### src/ppr_defines.svh
`ifndef PPR_DEFINES_SVH
`define PPR_DEFINES_SVH

// ----------------------------------------------------------------------
// frame characters
// ----------------------------------------------------------------------
`define PPR_CH_COLON 8'h3a
`define PPR_CH_CR 8'h0d
`define PPR_CH_LF 8'h0a

// ----------------------------------------------------------------------
// query and reply fields
// ----------------------------------------------------------------------
`define PPR_FUNC_READ 8'h03
`define PPR_REG_ALARM_PROG 16'h9023
`define PPR_REG_PRESS_STAT 16'h9024
`define PPR_REG_COUNT_ONE 16'h0001
`define PPR_BYTE_COUNT_ONE 8'h02
`define PPR_ADDR_OFFSET 8'h01
`define PPR_ALARM_IDLE 16'h0000

// ----------------------------------------------------------------------
// frame lengths
// ----------------------------------------------------------------------
`define PPR_QUERY_CHARS 5'd17
`define PPR_QUERY_HEX 4'd14
`define PPR_RESP_CHARS 4'd15
`define PPR_RESP_HEX 4'd12

`endif

### src/ppr_pkg.sv
package ppr_pkg;

  typedef logic [7:0] ppr_char_t;
  typedef logic [7:0] ppr_byte_t;
  typedef logic [15:0] ppr_reg_t;

  typedef enum logic [1:0] {
    PPR_RX_IDLE,
    PPR_RX_HEX,
    PPR_RX_CR,
    PPR_RX_LF
  } ppr_rx_state_e;

  function automatic logic ppr_hex_valid(input ppr_char_t c);
    ppr_hex_valid = (c >= 8'h30 && c <= 8'h39) ||
                    (c >= 8'h41 && c <= 8'h46) ||
                    (c >= 8'h61 && c <= 8'h66);
  endfunction : ppr_hex_valid

  function automatic logic [3:0] ppr_hex_val(input ppr_char_t c);
    ppr_char_t t;
    t = 8'h00;
    if (c <= 8'h39) begin
      t = c - 8'h30;
    end else if (c <= 8'h46) begin
      t = c - 8'h37;
    end else begin
      t = c - 8'h57;
    end
    ppr_hex_val = t[3:0];
  endfunction : ppr_hex_val

  function automatic ppr_char_t ppr_hex_char(input logic [3:0] n);
    if (n < 4'ha) begin
      ppr_hex_char = {4'h3, n};
    end else begin
      ppr_hex_char = 8'h37 + {4'h0, n};
    end
  endfunction : ppr_hex_char

endpackage : ppr_pkg

### src/ppr_modbus_reader.sv
`timescale 1ns/1ps
// Function
// - the address field is the axis number plus one, 01 to 10, and only our own address is answered.
// - function 03 at start 9023 with count 0001 returns the alarm program number register.
// - the alarm program number reads 00 while no alarm is active, else the program that raised it.
// - function 03 at start 9024 with count 0001 returns the 16-bit press program status.
// - a one-register reply carries byte count 02 and then four hex characters, most significant first.
// - the query frame is 17 characters long and the reply frame 15.
// - every frame starts with a colon and ends with carriage return then line feed.
// - a two-character LRC field stands just before the trailer of every frame.
// - every binary byte travels as two ASCII hex characters.
module ppr_modbus_reader (
  input wire logic i_sys_clk,
  input wire logic i_reset,
  input wire logic i_clk_en,
  input wire logic [3:0] i_axis_number,
  input wire logic i_rx_valid,
  input wire ppr_pkg::ppr_char_t i_rx_char,
  input wire logic i_tx_ready,
  output logic o_tx_valid,
  output ppr_pkg::ppr_char_t o_tx_char,
  input wire logic i_alarm_active,
  input wire ppr_pkg::ppr_reg_t i_alarm_program,
  input wire ppr_pkg::ppr_reg_t i_press_status,
  output logic o_reply_busy,
  output logic o_query_served,
  output logic o_query_dropped
);
  import ppr_pkg::*;
  `include "ppr_defines.svh"

  logic [3:0] axis_meta_ff;
  logic [3:0] axis_sync_ff;
  ppr_byte_t own_addr;

  ppr_rx_state_e state_ff;
  logic [3:0] nib_cnt_ff;
  logic [3:0] hi_nib_ff;
  logic [55:0] bytes_ff;
  ppr_byte_t sum_ff;
  logic [4:0] char_cnt_ff;
  logic served_ff;
  logic dropped_ff;
  ppr_reg_t value_ff;

  logic is_hex;
  logic [3:0] hex_val;
  ppr_byte_t new_byte;
  ppr_byte_t lrc_sum;
  ppr_byte_t f_addr;
  ppr_byte_t f_func;
  ppr_reg_t f_start;
  ppr_reg_t f_count;
  logic is_colon;
  logic frame_end;
  logic query_ok;
  logic tx_busy;

  // ----------------------------------------------------------------------
  // axis number synchroniser
  // ----------------------------------------------------------------------
  always_ff @(posedge i_sys_clk) begin
    if (i_reset) begin
      axis_meta_ff <= 4'h0;
      axis_sync_ff <= 4'h0;
    end else if (i_clk_en) begin
      axis_meta_ff <= i_axis_number;
      axis_sync_ff <= axis_meta_ff;
    end
  end

  assign own_addr = {4'h0, axis_sync_ff} + `PPR_ADDR_OFFSET;

  // ----------------------------------------------------------------------
  // query decode
  // ----------------------------------------------------------------------
  assign is_hex = ppr_hex_valid(i_rx_char);
  assign hex_val = ppr_hex_val(i_rx_char);
  assign new_byte = {hi_nib_ff, hex_val};
  assign f_addr = bytes_ff[55:48];
  assign f_func = bytes_ff[47:40];
  assign f_start = bytes_ff[39:24];
  assign f_count = bytes_ff[23:8];
  assign lrc_sum = sum_ff + bytes_ff[7:0];
  assign is_colon = i_rx_char == `PPR_CH_COLON;
  assign frame_end = i_rx_valid && state_ff == PPR_RX_LF &&
                     i_rx_char == `PPR_CH_LF;

  assign query_ok = f_addr == own_addr &&
                    f_func == `PPR_FUNC_READ &&
                    (f_start == `PPR_REG_ALARM_PROG ||
                     f_start == `PPR_REG_PRESS_STAT) &&
                    f_count == `PPR_REG_COUNT_ONE &&
                    lrc_sum == 8'h00 &&
                    char_cnt_ff == `PPR_QUERY_CHARS - 5'd1 &&
                    !tx_busy;

  // ----------------------------------------------------------------------
  // receive state
  // ----------------------------------------------------------------------
  always_ff @(posedge i_sys_clk) begin
    if (i_reset) begin
      state_ff <= PPR_RX_IDLE;
    end else if (i_clk_en && i_rx_valid) begin
      if (is_colon) begin
        state_ff <= PPR_RX_HEX;
      end else begin
        unique case (state_ff)
          PPR_RX_IDLE: begin
            state_ff <= PPR_RX_IDLE;
          end
          PPR_RX_HEX: begin
            if (!is_hex) begin
              state_ff <= PPR_RX_IDLE;
            end else if (nib_cnt_ff == `PPR_QUERY_HEX - 4'd1) begin
              state_ff <= PPR_RX_CR;
            end
          end
          PPR_RX_CR: begin
            state_ff <= (i_rx_char == `PPR_CH_CR) ? PPR_RX_LF
                                                  : PPR_RX_IDLE;
          end
          PPR_RX_LF: begin
            state_ff <= PPR_RX_IDLE;
          end
        endcase
      end
    end
  end

  // ----------------------------------------------------------------------
  // field gathering and lrc sum
  // ----------------------------------------------------------------------
  always_ff @(posedge i_sys_clk) begin
    if (i_reset) begin
      nib_cnt_ff <= 4'h0;
      hi_nib_ff <= 4'h0;
      bytes_ff <= 56'h0;
      sum_ff <= 8'h00;
      char_cnt_ff <= 5'd0;
    end else if (i_clk_en && i_rx_valid) begin
      if (is_colon) begin
        nib_cnt_ff <= 4'h0;
        sum_ff <= 8'h00;
        char_cnt_ff <= 5'd1;
      end else if (state_ff != PPR_RX_IDLE) begin
        char_cnt_ff <= char_cnt_ff + 5'd1;
        if (state_ff == PPR_RX_HEX && is_hex) begin
          nib_cnt_ff <= nib_cnt_ff + 4'd1;
          if (!nib_cnt_ff[0]) begin
            hi_nib_ff <= hex_val;
          end else begin
            bytes_ff <= {bytes_ff[47:0], new_byte};
            if (nib_cnt_ff != `PPR_QUERY_HEX - 4'd1) begin
              sum_ff <= sum_ff + new_byte;
            end
          end
        end
      end
    end
  end

  // ----------------------------------------------------------------------
  // served and dropped events
  // ----------------------------------------------------------------------
  always_ff @(posedge i_sys_clk) begin
    if (i_reset) begin
      served_ff <= 1'b0;
      dropped_ff <= 1'b0;
    end else if (i_clk_en) begin
      served_ff <= frame_end && query_ok;
      dropped_ff <= i_rx_valid && state_ff != PPR_RX_IDLE &&
                    !(frame_end && query_ok) &&
                    (is_colon || frame_end ||
                     (state_ff == PPR_RX_HEX && !is_hex) ||
                     (state_ff == PPR_RX_CR && i_rx_char != `PPR_CH_CR) ||
                     state_ff == PPR_RX_LF);
    end
  end

  // ----------------------------------------------------------------------
  // register readout
  // ----------------------------------------------------------------------
  always_ff @(posedge i_sys_clk) begin
    if (i_reset) begin
      value_ff <= 16'h0000;
    end else if (i_clk_en && frame_end && query_ok) begin
      if (f_start == `PPR_REG_ALARM_PROG) begin
        value_ff <= i_alarm_active ? i_alarm_program
                                   : `PPR_ALARM_IDLE;
      end else begin
        value_ff <= i_press_status;
      end
    end
  end

  ppr_reply_tx u_reply_tx (
    .i_sys_clk(i_sys_clk),
    .i_reset(i_reset),
    .i_clk_en(i_clk_en),
    .i_start(served_ff),
    .i_slave_addr(own_addr),
    .i_value(value_ff),
    .i_tx_ready(i_tx_ready),
    .o_tx_valid(o_tx_valid),
    .o_tx_char(o_tx_char),
    .o_busy(tx_busy)
  );

  assign o_reply_busy = tx_busy;
  assign o_query_served = served_ff;
  assign o_query_dropped = dropped_ff;
endmodule : ppr_modbus_reader

### src/ppr_reply_tx.sv
`timescale 1ns/1ps
module ppr_reply_tx (
  input wire logic i_sys_clk,
  input wire logic i_reset,
  input wire logic i_clk_en,
  input wire logic i_start,
  input wire ppr_pkg::ppr_byte_t i_slave_addr,
  input wire ppr_pkg::ppr_reg_t i_value,
  input wire logic i_tx_ready,
  output logic o_tx_valid,
  output ppr_pkg::ppr_char_t o_tx_char,
  output logic o_busy
);
  import ppr_pkg::*;
  `include "ppr_defines.svh"

  localparam ppr_byte_t BYTE_COUNT = `PPR_BYTE_COUNT_ONE;

  logic busy_ff;
  logic valid_ff;
  ppr_char_t char_ff;
  logic [3:0] idx_ff;
  logic [47:0] shreg_ff;
  ppr_byte_t nxt_lrc;
  logic advance;

  // ----------------------------------------------------------------------
  // reply framing
  // ----------------------------------------------------------------------
  assign nxt_lrc = 8'h00 - (i_slave_addr + `PPR_FUNC_READ + BYTE_COUNT +
                   i_value[15:8] + i_value[7:0]);
  assign advance = valid_ff && i_tx_ready;

  always_ff @(posedge i_sys_clk) begin
    if (i_reset) begin
      busy_ff <= 1'b0;
      valid_ff <= 1'b0;
      idx_ff <= 4'h0;
      char_ff <= 8'h00;
      shreg_ff <= 48'h0;
    end else if (i_clk_en) begin
      if (!busy_ff && i_start) begin
        busy_ff <= 1'b1;
        valid_ff <= 1'b1;
        idx_ff <= 4'h0;
        char_ff <= `PPR_CH_COLON;
        shreg_ff <= {i_slave_addr, `PPR_FUNC_READ, BYTE_COUNT, i_value,
                     nxt_lrc};
      end else if (advance) begin
        if (idx_ff == `PPR_RESP_CHARS - 4'd1) begin
          busy_ff <= 1'b0;
          valid_ff <= 1'b0;
          idx_ff <= 4'h0;
        end else begin
          idx_ff <= idx_ff + 4'd1;
          if (idx_ff < `PPR_RESP_HEX) begin
            char_ff <= ppr_hex_char(shreg_ff[47:44]);
            shreg_ff <= {shreg_ff[43:0], 4'h0};
          end else if (idx_ff == `PPR_RESP_HEX) begin
            char_ff <= `PPR_CH_CR;
          end else begin
            char_ff <= `PPR_CH_LF;
          end
        end
      end
    end
  end

  assign o_tx_valid = valid_ff;
  assign o_tx_char = char_ff;
  assign o_busy = busy_ff;
endmodule : ppr_reply_tx

### config.mk
export PLATFORM = sky130hd
export DESIGN_NAME = ppr_modbus_reader
export DESIGN_NICKNAME = d
export VERILOG_FILES = /design/src/ppr_pkg.sv /design/src/ppr_modbus_reader.sv /design/src/ppr_reply_tx.sv
export VERILOG_INCLUDE_DIRS = /design/src /design/src/src
export SDC_FILE = /design/constraint.sdc
export NUM_CORES = 1
export LEC_CHECK = 0
export BUFFER_PORTS_ARGS = -buffer_cell sky130_fd_sc_hd__buf_2
export CAP_MARGIN = 20
export CELL_PAD_IN_SITES_DETAIL_PLACEMENT = 0
export CELL_PAD_IN_SITES_GLOBAL_PLACEMENT = 2
export CORE_UTILIZATION = 37
export DETAILED_ROUTE_END_ITERATION = 12
export PLACE_DENSITY_LB_ADDON = 0.3
export SYNTH_ARGS = -nofsm -noshare
export SYNTH_HDL_FRONTEND = slang
export SYNTH_HIERARCHICAL = 1
export SYNTH_SLANG_ARGS = --single-unit
### constraint.sdc
create_clock -name i_sys_clk -period 3.8 [get_ports i_sys_clk]
set_input_delay 0 -clock i_sys_clk [delete_from_list [all_inputs] [get_ports i_sys_clk]]
set_output_delay 0 -clock i_sys_clk [all_outputs]
set_load 0.005 [all_outputs]
==> results.cfg <==
[logic_synthesis]
synth_top_area_share = 0.397
ys_seq_elements = 165
ys_types = 66
synth_edf_count = 0
synthArstFlopShare = 0
synth_common_cells = 209 x nand2_1, 165 x dfxtp_1, 117 x nor2_1
syn_area_per_cell_sq_um = 8.37
synth_most_common_cell = nand2_1
synth-main-ff-cell = dfxtp_1
synth-seq-area-share = 0.397
synth.area.top_cells = dfxtp_1 40%, nand2_1 9.4%, a21oi_1 5.3%
syn_area_sq_um = 8320
yosysTopAreaCell = dfxtp_1
synth_warnings = 6
syn_inst = 994

[final_layout]
antenna_cells = 0
ff_latch_area_sq_um = 3300
drive_gt1_frac = 0.134
synthToLayoutAreaGrowth_pct = 16.7
fin_util = 0.442
num-fill-cells = 2243
multi_input_area_sq_um = 4620
nNetsFinal = 1153

[global_routing]
grt_usage = 0.189
grt_max_degree = 56
grt_first_pass_wirelength_um = 34800
grt_pass1_vias = 6813
grt_overflow = 0
antenna_found_initial = 0

[min_path]
worstHoldEndpoint = value_ff[5]
min_delay_path_depth = 5
hold_class = input pin to register
min_from = i_alarm_program[5]

[drt]
route.detailed.drc = 3
drtPass1Iterations = 9
dr.first_iter.drc_count = 327
vias = 6815
ant_nets = 0
wl_per_cell_um = 15.3
drt_wl_total_um = 20700
via_per_inst = 5.04

[cts]
clock_sinks = 165
cts_resized = 0
cts_tree = done
cts_buffer_depth = 2
clk_pin_slew_ns = 0.06
postCtsSetupRepairBufs = 0
cts_buffers = 17
insertion_delay_ns = 0.43
htree_levels = 4
cts_root_buffer = clkbuf_16

[timing]
fin_crit_sh = 0.797
setup_viol = 0
relSlewSlack = 0.386
skew_ns = 0.0173
worst_pin_slew_ns = 0.917
fin_crit_ns = 3.03
drv_slew = 0
final_hold_viol_count = 0
setup_tns_ns = 0
fmax_mhz = 330
rsz0062_at_grt = false

[die]
fp.dieW_um = 152
rows = 54
start_util = 0.379
die_h_um = 152
top_level_ports = 62
design.core.area_sq_um = 22000
fp.dieArea_sq_um = 23100

[worst_setup_path]
reg2reg_slack_ns = 0.77
worstReg2RegEnd = value_ff[11]
crit_required_ns = 4.10
rr_startpoint = sum_ff[0]
start_kind = register
crit_type = register to register
ff2ff_path_depth = 10
crit_fanout = 17
crit_path_end_kind = register
cp.arrival_ns = 3.33

[outcome]
status = finished, violations left
failed_checks = design-rule violations

[power]
vdd_ir_drop_max_uv = 207
p_total_w = 0.00381
power-per-cell-area_nw_per_um2 = 392
p_leak_nw = 3.74

[placed_design]
finalWeightedCongestion = 0.798
port_buffers = 60
hpwl_um = 14700

[flow_run]
cap_violations = 0
## cell families after synthesis
| group | after synthesis | synth area share |
|---|---|---|
| buffers and inverters | 89 | 0.0510 |
| xor gates and xnor gates | 32 | 0.0337 |
| adders and majority gates | 45 | 0.0767 |
| and+or+nand+nor | 419 | 0.223 |
| DFF | 165 | 0.397 |
| other | 2 | 0.000903 |
| muxes | 30 | 0.0361 |
| AOI/OAI and AO/OA | 212 | 0.181 |
## worst max path at each step
stage	start	to	slack, ns	cells past startpoint
floorplan	bytes_ff[0]	value_ff[7]	0.97	11
global placement	i_rx_char[0]	sum_ff[7]	0.85	16
detailed placement	sum_ff[0]	value_ff[10]	0.76	10
CTS	sum_ff[0]	value_ff[10]	0.77	10
global route	sum_ff[0]	value_ff[7]	0.54	10
finish	sum_ff[0]	value_ff[11]	0.77	10
## layer usage
layer  up-vias  part of all wire  global-route usage
met3        19             0.020              0.0342
met5         -                 0                   0
met2        71              0.50               0.339
met4         0             0.015              0.0539
met1      3182              0.46               0.229
li1       3543                 -                   -
## area by class of cell
cell class              instances  area share
flip-flops and latches        165       0.340
inverters                      28      0.0108
well taps                     280      0.0361
repair buffers                101      0.0701
multi-input cells             745       0.476
clock inverters                10      0.0173
clock buffers                  22      0.0499
## timing repair
| item | CTS | global route |
|---|---|---|
| setup endpoints to repair | 0 | 0 |
| endpoints found under the hold margin | 21 | 0 |
| hold buffers | 28 | 0 |
## metrics by stage
| stage | instance area [sq um] | hold WS (ns) | cells | worst slack (ns) |
|---|---|---|---|---|
| 3_3_place_gp | 8780 | 0.244 | 1291 | 0.847 |
| 3_5_place_dp | 8780 | 0.250 | 1291 | 0.761 |
| 2_1_floorplan | 8340 | 0.147 | 999 | 0.965 |
| 5_1_grt | 9710 | 0.0333 | 1351 | 0.542 |
| 6_report | 9710 | 0.00936 | 1351 | 0.772 |
| 4_1_cts | 9710 | 0.00463 | 1351 | 0.771 |
## layout by cell type, fill, tap and decap left out, drive strengths merged, types with 3 or more instances in the layout
cell	count
inv	29
and2	8
a22oi	18
clkbuf	22
a21o	8
nor3b	4
nor4b	5
nand2b	6
or3	3
o21ai	34
nand4	9
clkinvlp	4
conb	7
or2	3
a211oi	12
a31oi	3
xor2	11
nor2	117
fa	10
a311oi	26
ha	35
a21oi	88
nand2	210
a211o	4
nand3	13
nor2b	3
a22o	6
buf	73
dfxtp	165
dlygate4sd3	28
xnor2	21
nor3	14
and3	3
bufinv	4
or4	4
nor4	6
mux2i	30
o211ai	3
## critical path: stages, from the launching register on
cell	delay, ns
dfxtp_1	0.37
ha_1	0.23
fa_1	0.42
nor3_1	0.19
nand4_1	0.11
or4_4	0.56
a2111oi_4	0.38
nand4_1	0.15
buf_4	0.27
mux2i_1	0.17
nor2_1	0.06
## state kept, by name (all words and copies together), names as in the netlist
| register | cells |
|---|---|
| value_ff | 16 |
| axis_sync_ff | 4 |
| nib_cnt_ff | 4 |
| u_reply_tx/shreg_ff | 48 |
| o_query_served | 1 |
| u_reply_tx/idx_ff | 4 |
| bytes_ff | 56 |
| u_reply_tx/o_tx_valid | 1 |
| state_ff | 2 |
| hi_nib_ff | 4 |
| u_reply_tx/o_tx_char | 7 |
| o_query_dropped | 1 |
| sum_ff | 8 |
| char_cnt_ff | 5 |
| axis_meta_ff | 4 |
## report_power, final
part / internal (W) / switching [W] / leakage (nW) / total [W]
clock: 0.00117 / 0.000717 / 0.305 / 0.00189
combinational: 0.0000765 / 0.000101 / 2.10 / 0.000177
sequential: 0.00173 / 0.00000477 / 1.33 / 0.00174
total: 0.00299 / 0.000823 / 3.74 / 0.00381
No activity file was read; power rests on OpenSTA's default activity.
